**src/mdrx_pkg.sv**
```systemverilog
// package for the multi-drop packet receiver: link constants, ids, opcodes, timing
// assumes one 10 MHz system clock, bytes arrive as one-cycle strobes
package mdrx_pkg;
  localparam logic [7:0] FRAME_START = 8'h16;
  localparam logic [7:0] ID_BROADCAST = 8'h00;
  localparam logic [7:0] ID_LEGACY_MOD = 8'h01;
  localparam logic [7:0] ID_LEGACY_DEMOD = 8'h02;
  localparam logic [1:0] CFG_MOD_ONLY = 2'h0;
  localparam logic [1:0] CFG_DEMOD_ONLY = 2'h1;
  localparam logic [1:0] CFG_MODEM = 2'h2;
  localparam logic [15:0] OP_GOOD = 16'h0000;
  localparam logic [15:0] OP_BAD_CHECKSUM = 16'h00FD;
  localparam logic [15:0] OP_TOO_LONG = 16'h00F8;
  localparam int CLK_HZ = 10_000_000;
  localparam int CMD_TIMEOUT_MS = 200;
  localparam int CMD_TIMEOUT_CYC = CMD_TIMEOUT_MS * (CLK_HZ / 1000);
  localparam int HDR_LEN = 7;
  localparam int PAYLOAD_KEEP = 16;
  localparam logic [15:0] MAX_DATA_LEN = 16'h0400;
  localparam int CNT_W = 16;
  typedef enum logic [2:0] {
    ST_HUNT, ST_HEADER, ST_DATA, ST_SUM, ST_DELIVER
  } rx_state_t;
endpackage : mdrx_pkg

```
**src/mdrx_payload_if.sv**
```systemverilog
// interface carrying payload writes from the receiver into the payload store
// assumes both ends on the same clock
`timescale 1ns/1ps
`default_nettype none
interface mdrx_payload_if;
  logic we;
  logic [3:0] waddr;
  logic [7:0] wdata;
  logic [3:0] raddr;
  logic [7:0] rdata;
  modport writer(output we, output waddr, output wdata, output raddr, input rdata);
  modport store(input we, input waddr, input wdata, input raddr, output rdata);
endinterface : mdrx_payload_if
`default_nettype wire

```
**src/multidrop_packet_receiver.sv**
```systemverilog
// receive framing, address acceptance and reply decision for the multi-drop control bus
// assumes rx_valid strobes one byte per cycle at most, synchronous to clk
// Functional notes
// - accept own type override id always
// - broadcast executed, never answered
// - answer non-broadcast override ids
// - return fixed equipment type code
// - modem accepts legacy ids 01, 02
// - extra data bytes silently ignored
// - bulk reply: params, status, param count
// - new fields appended after existing sections
// - command wait timeout leaves wait state
// - flag errors, discard, keep counting bytes
// - follow whole packet, then hunt sync
// - clean: execute, ack; error: error code
// - packets start with 0x16 sync
// - checksum is mod-256 sum after sync
// - reply swaps ids, opcode zero if clean
// - repeated sequence number acked, not executed
`timescale 1ns/1ps
`default_nettype none
module multidrop_packet_receiver
  import mdrx_pkg::*;
#(
  parameter int TIMEOUT_CYC = CMD_TIMEOUT_CYC,
  parameter logic [7:0] TYPE_ID_MOD = 8'hA1,   // arbitrary value
  parameter logic [7:0] TYPE_ID_DEMOD = 8'hA2, // arbitrary value
  parameter logic [7:0] TYPE_ID_MODEM = 8'hA3  // arbitrary value
) (
  input wire logic clk,
  input wire logic rst,
  input wire logic rx_valid,
  input wire logic [7:0] rx_byte,
  input wire logic [7:0] own_addr,
  input wire logic [1:0] equip_cfg,
  input wire logic [3:0] payload_raddr,
  output logic cmd_valid,
  output logic cmd_execute,
  output logic reply_req,
  output logic [7:0] reply_src,
  output logic [7:0] reply_dst,
  output logic [7:0] reply_fsn,
  output logic [15:0] reply_opcode,
  output logic [15:0] cmd_opcode,
  output logic [15:0] cmd_len,
  output logic [7:0] payload_rdata,
  output logic [7:0] type_code,
  output logic cmd_timeout
);
  function automatic logic [7:0] type_id(input logic [1:0] cfg);
    unique case (cfg)
      CFG_MOD_ONLY: type_id = TYPE_ID_MOD;
      CFG_DEMOD_ONLY: type_id = TYPE_ID_DEMOD;
      default: type_id = TYPE_ID_MODEM;
    endcase
  endfunction : type_id

  mdrx_payload_if pif ();
  mdrx_payload_mem u_mem (.clk(clk), .bus(pif.store));

  rx_state_t state_reg, state_next;
  logic [2:0] hidx_reg, hidx_next;
  logic [CNT_W-1:0] left_reg, left_next, len_reg, len_next, didx_reg, didx_next;
  logic [7:0] sum_reg, sum_next, src_reg, src_next, dst_reg, dst_next, fsn_reg, fsn_next;
  logic [15:0] op_reg, op_next;
  logic err_reg, err_next, toolong_reg, toolong_next;
  logic [7:0] last_fsn_reg, last_fsn_next;
  logic fsn_seen_reg, fsn_seen_next;
  logic cmd_valid_next, cmd_execute_next, reply_req_next, timeout_next;
  logic [7:0] reply_src_next, reply_dst_next, reply_fsn_next;
  logic [15:0] reply_op_next, cmd_op_next, cmd_len_next;
  logic [31:0] wait_reg, wait_next;
  logic accept, is_bcast, legacy_hit;

  always_comb begin
    is_bcast = (dst_reg == ID_BROADCAST);
    legacy_hit = (equip_cfg == CFG_MODEM) && (dst_reg == ID_LEGACY_MOD || dst_reg == ID_LEGACY_DEMOD);
    accept = (dst_reg == own_addr) || (dst_reg == type_id(equip_cfg)) || is_bcast || legacy_hit;
  end

  always_comb begin
    state_next = state_reg;
    hidx_next = hidx_reg;
    left_next = left_reg;
    len_next = len_reg;
    didx_next = didx_reg;
    sum_next = sum_reg;
    src_next = src_reg;
    dst_next = dst_reg;
    fsn_next = fsn_reg;
    op_next = op_reg;
    err_next = err_reg;
    toolong_next = toolong_reg;
    last_fsn_next = last_fsn_reg;
    fsn_seen_next = fsn_seen_reg;
    cmd_valid_next = 1'b0;
    cmd_execute_next = 1'b0;
    reply_req_next = 1'b0;
    reply_src_next = reply_src;
    reply_dst_next = reply_dst;
    reply_fsn_next = reply_fsn;
    reply_op_next = reply_opcode;
    cmd_op_next = cmd_opcode;
    cmd_len_next = cmd_len;
    pif.we = 1'b0;
    pif.waddr = didx_reg[3:0];
    pif.wdata = rx_byte;
    unique case (state_reg)
      ST_HUNT: begin
        if (rx_valid && rx_byte == FRAME_START) begin
          state_next = ST_HEADER;
          hidx_next = 3'h0;
          sum_next = 8'h00;
          err_next = 1'b0;
          toolong_next = 1'b0;
        end
      end
      ST_HEADER: begin
        if (rx_valid) begin
          sum_next = sum_reg + rx_byte;
          hidx_next = hidx_reg + 3'h1;
          unique case (hidx_reg)
            3'h0: len_next = {rx_byte, len_reg[7:0]};
            3'h1: len_next = {len_reg[15:8], rx_byte};
            3'h2: src_next = rx_byte;
            3'h3: dst_next = rx_byte;
            3'h4: fsn_next = rx_byte;
            3'h5: op_next = {rx_byte, op_reg[7:0]};
            default: op_next = {op_reg[15:8], rx_byte};
          endcase
          if (hidx_reg == 3'(HDR_LEN - 1)) begin
            didx_next = '0;
            left_next = len_reg;
            toolong_next = (len_reg > MAX_DATA_LEN);
            state_next = (len_reg == '0) ? ST_SUM : ST_DATA;
          end
        end
      end
      ST_DATA: begin
        if (rx_valid) begin
          sum_next = sum_reg + rx_byte;
          // bytes past the kept window are summed but otherwise dropped
          // fields appended by newer hosts land past the kept window and fall out here
          pif.we = accept && (didx_reg < CNT_W'(PAYLOAD_KEEP));
          didx_next = didx_reg + 1'b1;
          left_next = left_reg - 1'b1;
          if (left_reg == 16'h0001) begin
            state_next = ST_SUM;
          end
        end
      end
      ST_SUM: begin
        if (rx_valid) begin
          err_next = (rx_byte != sum_reg) || toolong_reg;
          state_next = ST_DELIVER;
        end
      end
      ST_DELIVER: begin
        state_next = ST_HUNT;
        if (accept) begin
          cmd_valid_next = 1'b1;
          cmd_op_next = op_reg;
          // the handed-on count lets the reply builder size its parameter and status sections
          cmd_len_next = len_reg;
          reply_src_next = dst_reg;
          reply_dst_next = src_reg;
          reply_fsn_next = fsn_reg;
          if (err_reg) begin
            reply_op_next = toolong_reg ? OP_TOO_LONG : OP_BAD_CHECKSUM;
          end else begin
            reply_op_next = OP_GOOD;
            // duplicate sequence: acknowledge again, do not run it twice
            cmd_execute_next = !(fsn_seen_reg && fsn_reg == last_fsn_reg);
            last_fsn_next = fsn_reg;
            fsn_seen_next = 1'b1;
          end
          reply_req_next = !is_bcast;
        end
      end
      default: state_next = ST_HUNT;
    endcase
  end

  // command wait timer, restarted by every accepted packet
  always_comb begin
    timeout_next = 1'b0;
    wait_next = wait_reg + 32'h1;
    if (cmd_valid_next) begin
      wait_next = 32'h0;
    end else if (wait_reg >= 32'(TIMEOUT_CYC - 1)) begin
      wait_next = 32'h0;
      timeout_next = 1'b1;
    end
  end

  assign pif.raddr = payload_raddr;

  always_ff @(posedge clk) begin
    if (rst) begin
      state_reg <= ST_HUNT;
      hidx_reg <= 3'h0;
      left_reg <= '0;
      len_reg <= '0;
      didx_reg <= '0;
      sum_reg <= 8'h00;
      src_reg <= 8'h00;
      dst_reg <= 8'h00;
      fsn_reg <= 8'h00;
      op_reg <= 16'h0000;
      err_reg <= 1'b0;
      toolong_reg <= 1'b0;
      last_fsn_reg <= 8'h00;
      fsn_seen_reg <= 1'b0;
      cmd_valid <= 1'b0;
      cmd_execute <= 1'b0;
      reply_req <= 1'b0;
      reply_src <= 8'h00;
      reply_dst <= 8'h00;
      reply_fsn <= 8'h00;
      reply_opcode <= 16'h0000;
      cmd_opcode <= 16'h0000;
      cmd_len <= 16'h0000;
      wait_reg <= 32'h0;
      cmd_timeout <= 1'b0;
      type_code <= 8'h00;
      payload_rdata <= 8'h00;
    end else begin
      state_reg <= state_next;
      hidx_reg <= hidx_next;
      left_reg <= left_next;
      len_reg <= len_next;
      didx_reg <= didx_next;
      sum_reg <= sum_next;
      src_reg <= src_next;
      dst_reg <= dst_next;
      fsn_reg <= fsn_next;
      op_reg <= op_next;
      err_reg <= err_next;
      toolong_reg <= toolong_next;
      last_fsn_reg <= last_fsn_next;
      fsn_seen_reg <= fsn_seen_next;
      cmd_valid <= cmd_valid_next;
      cmd_execute <= cmd_execute_next;
      reply_req <= reply_req_next;
      reply_src <= reply_src_next;
      reply_dst <= reply_dst_next;
      reply_fsn <= reply_fsn_next;
      reply_opcode <= reply_op_next;
      cmd_opcode <= cmd_op_next;
      cmd_len <= cmd_len_next;
      wait_reg <= wait_next;
      cmd_timeout <= timeout_next;
      type_code <= type_id(equip_cfg);
      payload_rdata <= pif.rdata;
    end
  end

  AST_BCAST_SILENT: assert property (@(posedge clk) disable iff (rst)
    (state_reg == ST_DELIVER && is_bcast) |=> cmd_valid && !reply_req)
    else $error("broadcast packet answered");
  AST_OVERRIDE_REPLY: assert property (@(posedge clk) disable iff (rst)
    (state_reg == ST_DELIVER && dst_reg == type_id(equip_cfg) && !is_bcast) |=> reply_req)
    else $error("override packet not answered");
  AST_OWN_TYPE_ACCEPT: assert property (@(posedge clk) disable iff (rst)
    (state_reg == ST_DELIVER && dst_reg == type_id(equip_cfg)) |=> cmd_valid)
    else $error("type override packet dropped");
  AST_LEGACY: assert property (@(posedge clk) disable iff (rst)
    (state_reg == ST_DELIVER && equip_cfg == CFG_MODEM && dst_reg == ID_LEGACY_MOD) |=> cmd_valid)
    else $error("legacy id not accepted");
  AST_FOREIGN: assert property (@(posedge clk) disable iff (rst)
    (state_reg == ST_DELIVER && !accept) |=> !cmd_valid && !reply_req)
    else $error("foreign packet accepted");
  AST_SWAP: assert property (@(posedge clk) disable iff (rst)
    (state_reg == ST_DELIVER && accept) |=> reply_src == $past(dst_reg) && reply_dst == $past(src_reg))
    else $error("reply ids not swapped");
  AST_ERR_NO_EXEC: assert property (@(posedge clk) disable iff (rst)
    (state_reg == ST_DELIVER && err_reg) |=> !cmd_execute)
    else $error("errored packet executed");
  AST_BAD_SUM: assert property (@(posedge clk) disable iff (rst)
    (state_reg == ST_SUM && rx_valid && rx_byte != sum_reg) |=> ##1 (!cmd_valid || reply_opcode != OP_GOOD))
    else $error("checksum error not reported");
  AST_RESYNC: assert property (@(posedge clk) disable iff (rst)
    (state_reg == ST_DELIVER) |=> state_reg == ST_HUNT)
    else $error("no return to hunt");
  AST_DUP: assert property (@(posedge clk) disable iff (rst)
    (state_reg == ST_DELIVER && accept && !err_reg && fsn_seen_reg && fsn_reg == last_fsn_reg)
      |=> cmd_valid && !cmd_execute)
    else $error("duplicate executed");
  AST_TIMEOUT_RESTART: assert property (@(posedge clk) disable iff (rst)
    cmd_valid |-> wait_reg == 32'h0)
    else $error("wait timer not restarted");
  COV_EXEC: cover property (@(posedge clk) disable iff (rst) cmd_execute && reply_req);
  COV_BCAST: cover property (@(posedge clk) disable iff (rst) cmd_valid && !reply_req);
  COV_ERR: cover property (@(posedge clk) disable iff (rst) cmd_valid && reply_opcode == OP_BAD_CHECKSUM);
  COV_TIMEOUT: cover property (@(posedge clk) disable iff (rst) cmd_timeout);
  COV_TOO_LONG: cover property (@(posedge clk) disable iff (rst) cmd_valid && reply_opcode == OP_TOO_LONG);
endmodule : multidrop_packet_receiver
`default_nettype wire

```
**src/mdrx_payload_mem.sv**
```systemverilog
// small payload store for the understood leading data bytes, registered read
// assumes writer and reader on clk
`timescale 1ns/1ps
`default_nettype none
module mdrx_payload_mem (
  input wire logic clk,
  mdrx_payload_if.store bus
);
  logic [7:0] mem [0:15];
  logic [7:0] rdata_reg;
  always_ff @(posedge clk) begin
    if (bus.we) begin
      mem[bus.waddr] <= bus.wdata;
    end
    rdata_reg <= mem[bus.raddr];
  end
  assign bus.rdata = rdata_reg;
endmodule : mdrx_payload_mem
`default_nettype wire

```
**config.mk**
```make
export PLATFORM = sky130hd
export DESIGN_NAME = multidrop_packet_receiver
export DESIGN_NICKNAME = d
export VERILOG_FILES = /design/src/mdrx_pkg.sv /design/src/mdrx_payload_if.sv /design/src/multidrop_packet_receiver.sv /design/src/mdrx_payload_mem.sv
export SDC_FILE = /design/constraint.sdc
export NUM_CORES = 1
export LEC_CHECK = 0
export BUFFER_PORTS_ARGS = -buffer_cell sky130_fd_sc_hd__buf_2
export CAP_MARGIN = 20
export CORE_MARGIN = 4
export CORE_UTILIZATION = 50
export CTS_CLUSTER_SIZE = 25
export DETAILED_ROUTE_END_ITERATION = 8
export PLACE_DENSITY = 0.8
export SYNTH_ARGS = -nofsm -noshare
export SYNTH_HDL_FRONTEND = slang
export SYNTH_SLANG_ARGS = --single-unit
```
**constraint.sdc**
```tcl
create_clock -name clk -period 7.5 [get_ports clk]
set_input_delay 1.5 -clock clk [delete_from_list [all_inputs] [get_ports clk]]
set_output_delay 1.5 -clock clk [all_outputs]
set_load 0.005 [all_outputs]
```
==> impl_metrics.yaml, run 1 <==
outcome:
  status: "complete, no violations"
sta:
  finalCriticalPeriod_ns: 3.581
  setup_viol: 0
  finClkSkew_ns: 0.01521
  fmax_mhz: 279.3
  relSlewSlack_pct: 34.46
  finalCritPeriodShare_pct: 47.74
  tns_ns: 0
  tightest_slew_ns: 0.9831
  rsz0062_at_grt: "no"
  drv_slew: 0
  final_hold_viol_count: 0
hold_path:
  min_to: "payload_rdata[5]$_SDFF_PP0_"
  whs_path_depth: 1
  worstHoldStart: "u_mem.bus.rdata[5]$_DFF_P_"
  hp-class: "flip-flop to flip-flop"
logic_synthesis:
  yosys.area.top_type: "dfxtp_1"
  yosys_register_bits: 354
  yosys.area.top_type_share_pct: 31.71
  syn_area_um2: 14270
  synthTopCellsByCount: "226 x dfxtp_1, 172 x nand2_1, 148 x nor2_1"
  yosys.cell_count.top_type: "dfxtp_1"
  async_reset_ff_share_pct: 0
  synthDistinctLibCells: 63
  synthCells: 1290
  synth_area_leaders: "dfxtp_1 32%, edfxtp_1 27%, mux4_2 6.3%, nand2_1 4.5%, a21oi_1 3.9%"
  synth_ff_type: "dfxtp_1"
  ys_warn_count: 0
  postSynthAreaPerCell_um2: 11.06
  seq_area_frac_synth_pct: 58.64
  synth-edff-count: 128
cts:
  path_clk_slew_ns: 0.06
  htreeDepth: 2
  cts_tree: "done"
  clock_path_buffers: 3
  cts_setup_buffers: 0
  clk_latency_ns: 0.51
  cts-root-buf: "clkbuf_16"
  clock-sinks: 354
  numCtsBuffers: 37
  cts_resized: 0
  cts_hold_buf: 0
worst_setup_path:
  end_kind: "flip-flop"
  required_ns: 7.88
  r2r_slack_ns: 4.50
  cpPeakStageDelay_ns: 0.67
  r2r_end: "u_mem.mem[8][7]$_DFFE_PP_"
  r2r_cells: 6
  crit_arrival_ns: 3.96
  r2r-start: "state_reg[1]$_SDFFE_PP0P_"
  worstSetupPathType: "input port to flip-flop"
  crit_fanout: 27
  worst_path_max_delay_cell: "o31a_2"
  path_cells: "buf_2, nor4b_1, a311oi_2, nor3_2, o31a_2, or3_1, nor2_1"
  start_kind: "input port"
floorplanning:
  die_h_um: 176.9
  start_util_pct: 51.08
  core_area_um2: 27930
  row_count: 61
  io_pins: 117
  fp.dieW_um: 176.9
  die_area_um2: 31310
layout:
  drive_gt1_share_pct: 16.31
  final_area_um2: 16340
  nNetsFinal: 1427
  final_core_util_pct: 58.49
  area_growth_pct: 14.50
  n_antenna_cell: 0
  largest_reg_flops: 128
  instances_no_fill: 1788
  nFillCells: 2242
routing:
  num_vias: 9987
  drc: 0
  ant_nets: 0
  wire_per_inst_um: 18.12
  vias_per_cell: 5.586
  wl_um: 32400
  drt-initial-drc-count: 677
  first_pass_iters: 5
power_and_ir_drop:
  ir_worst_vdd_mv: 0.1642
  power_w: 0.004066
  power_density_nw_per_um2: 248.8
  p_leak_nw: 5.956
placement:
  dp_cells: 1715
  post-dp-hpwl_um: 20450
  port_buffers: 103
  place_congestion: 0.8423
  dpl_cell_area_um2: 14980
global_route:
  grt_max_degree: 97
  grt_pass1_wl_um: 52330
  track_usage_pct: 20.71
  grt.overflow.total: 0
  antenna_found_initial: 1
  grt_pass1_vias: 9897
flow_run:
  drv_cap: 0
==> routing by layer <==
| metal | track usage, % | vias up | routed length [um] | share of wire (%) |
|---|---|---|---|---|
| met2 | 34.62 | 345 | 15610 | 48 |
| met5 | 0 | - | 13 | 0.040 |
| met3 | 3.589 | 81 | 2264 | 7.0 |
| li1 | - | 4717 | - | - |
| met4 | 5.706 | 2 | 889 | 2.7 |
| met1 | 28.13 | 4842 | 13630 | 42 |
==> worst max-delay path, delay by kind of cell <==
family | cells | cell delay [ns]
AO/OA/AOI/OAI | 2 | 0.76
buffers and inverters | 1 | 0.14
AND/OR/NAND/NOR | 4 | 1.56
==> per-stage QoR <==
stage | hold WS (ns) | worst slack, ns
2_1_floorplan | 0.4138 | 3.977
3_3_place_gp | 0.4162 | 3.272
3_5_place_dp | 0.4234 | 3.162
4_1_cts | 0.4368 | 3.694
5_1_grt | 0.4565 | 3.556
6_report | 0.4346 | 3.919
==> where the power goes <==
| part | total (W) | switching, W | internal [W] |
|---|---|---|---|
| Combinational | 0.000111 | 0.0000715 | 0.0000396 |
| Sequential | 0.00200 | 0.00000275 | 0.00200 |
| Clock | 0.00195 | 0.000745 | 0.00121 |
==> cell usage in the layout (no fill, tap or decap), drive strengths merged, types with 8 or more instances in the layout <==
master / instances
mux2i: 47
nand4: 13
nand3b: 9
nand2: 172
a21oi: 111
conb: 24
ha: 19
xnor2: 26
dfxtp: 226
nor2b: 10
nand2b: 8
nor3: 25
nor2: 148
buf: 116
xor2: 29
nor4: 16
edfxtp: 128
mux4: 40
inv: 23
nand3: 41
clkbuf: 49
o21ai: 34
clkinv: 10
==> final cells by class <==
cell class	count	area, um2	area share (%)
Sequential cell	354	8368	51.21
Multi-Input combinational cell	851	5487	33.58
Clock buffer	48	1020	6.241
Timing Repair Buffer	117	631.9	3.867
Tap cell	378	473.0	2.895
Clock inverter	19	281.5	1.723
Inverter	21	78.83	0.4824
==> how the worst max path moves through the flow <==
stage / start / to / cells past startpoint
6_report: equip_cfg[1] / wait_reg[10]$_SDFF_PP0_ / 7
5_1_grt: equip_cfg[1] / wait_reg[16]$_SDFF_PP0_ / 7
4_1_cts: rx_valid / u_mem.mem[0][7]$_DFFE_PP_ / 7
3_5_place_dp: rx_valid / u_mem.mem[0][0]$_DFFE_PP_ / 7
3_3_place_gp: equip_cfg[1] / u_mem.mem[0][7]$_DFFE_PP_ / 7
2_1_floorplan: equip_cfg[1] / u_mem.mem[0][0]$_DFFE_PP_ / 6
==> kinds of logic after synthesis <==
group	count (synthesis)	share of synthesized area, %
compound gates	186	7.584
xor+xnor	55	3.376
fa+ha+maj	21	1.876
buf+inv	108	3.621
flops	354	58.64
mux	88	9.689
other cells	1	0.02628
simple gates	477	15.19
Note: power is estimated with default switching activity, not from simulation.
==> inputs of run 2 (changes only) <==
Clock period 7.5 ns to 3.3 ns, I/O delays scaled along.
==> impl_metrics.yaml, run 2 (synthesis gave the netlist of run 1 again) <==
layout:
  nFillCells: 2194
  area_growth_pct: 15.91
  largest_reg_flops: 128
  drive_gt1_share_pct: 17.70
  nNetsFinal: 1453
  n_antenna_cell: 0
  instances_no_fill: 1813
  final_cell_mix: "226 x dfxtp_1, 172 x nand2_1, 148 x nor2_1, 128 x edfxtp_1, 111 x a21oi_1"
  mostFrequentLayoutCell: "dfxtp_1"
floorplanning:
  row_count: 61
  die_area_um2: 31310
  start_util_pct: 51.08
  fp.dieW_um: 176.9
  io_pins: 117
  core_area_um2: 27930
  die_h_um: 176.9
cts:
  clock_path_buffers: 3
  cts_hold_buf: 0
  clock-sinks: 354
  clk_latency_ns: 0.53
  cts_setup_buffers: 0
  htreeDepth: 2
  cts_resized: 0
  cts_tree: "done"
  numCtsBuffers: 36
  path_clk_slew_ns: 0.06
  cts-root-buf: "clkbuf_16"
global_route:
  grt_max_degree: 99
  grt.overflow.total: 0
  track_usage_pct: 20.79
  grt_pass1_wl_um: 52440
  grt_pass1_vias: 9722
  antenna_found_initial: 1
sta:
  setup_viol: 0
  tightest_slew_ns: 0.8360
  relSlewSlack_pct: 43.75
  rsz0062_at_grt: "no"
  holdWs_ns: 0.4170
  drv_slew: 0
  fmax_mhz: 378.9
  tns_ns: 0
  worst_slack_ns: 0.6609
  finClkSkew_ns: 0.02477
  final_hold_viol_count: 0
  finalCritPeriodShare_pct: 79.97
  finalCriticalPeriod_ns: 2.639
routing:
  drc: 0
  ant_nets: 0
  first_pass_iters: 5
  num_vias: 10200
  wire_per_inst_um: 18.28
  vias_per_cell: 5.627
  drt-initial-drc-count: 838
  wl_um: 33150
worst_setup_path:
  worstSetupPathType: "flip-flop to flip-flop"
  crit_buf_inv: 1
  crit_fanout: 8
  worst_path_max_delay_cell: "dfxtp_1"
  cpPeakStageDelay_ns: 0.51
  end_kind: "flip-flop"
  required_ns: 3.52
  start_kind: "flip-flop"
  crit_family: "simple AND/OR/NAND/NOR gates"
  crit_arrival_ns: 2.86
  path_cells: "nor4bb_1, a311oi_2, nor3_2, o31a_1, nand2_1, nor3_1, buf_4"
placement:
  place_ws_ns: 0.4352
  post-dp-hpwl_um: 21760
  dp_cells: 1748
  port_buffers: 103
  place_congestion: 0.8933
power_and_ir_drop:
  p_leak_nw: 6.081
  power_density_nw_per_um2: 555.5
  ir_worst_vdd_mv: 0.4137
hold_path:
  hp-class: "input port to flip-flop"
flow_run:
  drv_cap: 0
outcome:
  status: "complete, no violations"
## run 2: final timing paths
check,start,depth (start not counted),endpoint,slack (ns)
setup / recovery,dst_reg[1]$_SDFFE_PP0P_,7,u_mem.mem[3][3]$_DFFE_PP_,0.66
hold / removal,equip_cfg[0],2,type_code[0]$_SDFF_PP0_,0.42
setup reg to reg,dst_reg[1]$_SDFFE_PP0P_,7,u_mem.mem[3][3]$_DFFE_PP_,0.66
hold reg to reg,u_mem.bus.rdata[5]$_DFF_P_,1,payload_rdata[5]$_SDFF_PP0_,0.45
## run 2: metal layers
metal	GRT usage (%)	share of wire, %	vias up
met3	3.845	7.2	65
met4	5.448	2.1	2
met1	28.40	42	4980
li1	-	-	4770
met2	34.50	48	384
met5	0	0.039	-
## run 2: area by class of cell
cell class	count	area [um2]	share of cell area (%)
clock buffers	50	1036	6.264
clock inverters	15	246.5	1.490
inverters	21	78.83	0.4766
multi-input cells	851	5487	33.17
flip-flops and latches	354	8368	50.59
well taps	378	473.0	2.860
repair buffers	144	850.8	5.144
## run 2: stage by stage
step / total power [W] / util, % / area [um2]
6_report: 0.009188 / 59.21 / 16540
5_1_grt: 0.009455 / 59.21 / 16540
4_1_cts: 0.009239 / 59.21 / 16540
3_5_place_dp: 0.004911 / 54.62 / 15260
3_3_place_gp: 0.004904 / 54.62 / 15260
2_1_floorplan: 0.004799 / - / 14360
## run 2: where the power goes
| part | internal, W | switching, W | leakage [nW] |
|---|---|---|---|
| logic | 0.0000988 | 0.000169 | 2.48 |
| clock network | 0.00268 | 0.00169 | 0.625 |
| registers | 0.00454 | 0.00000722 | 2.98 |
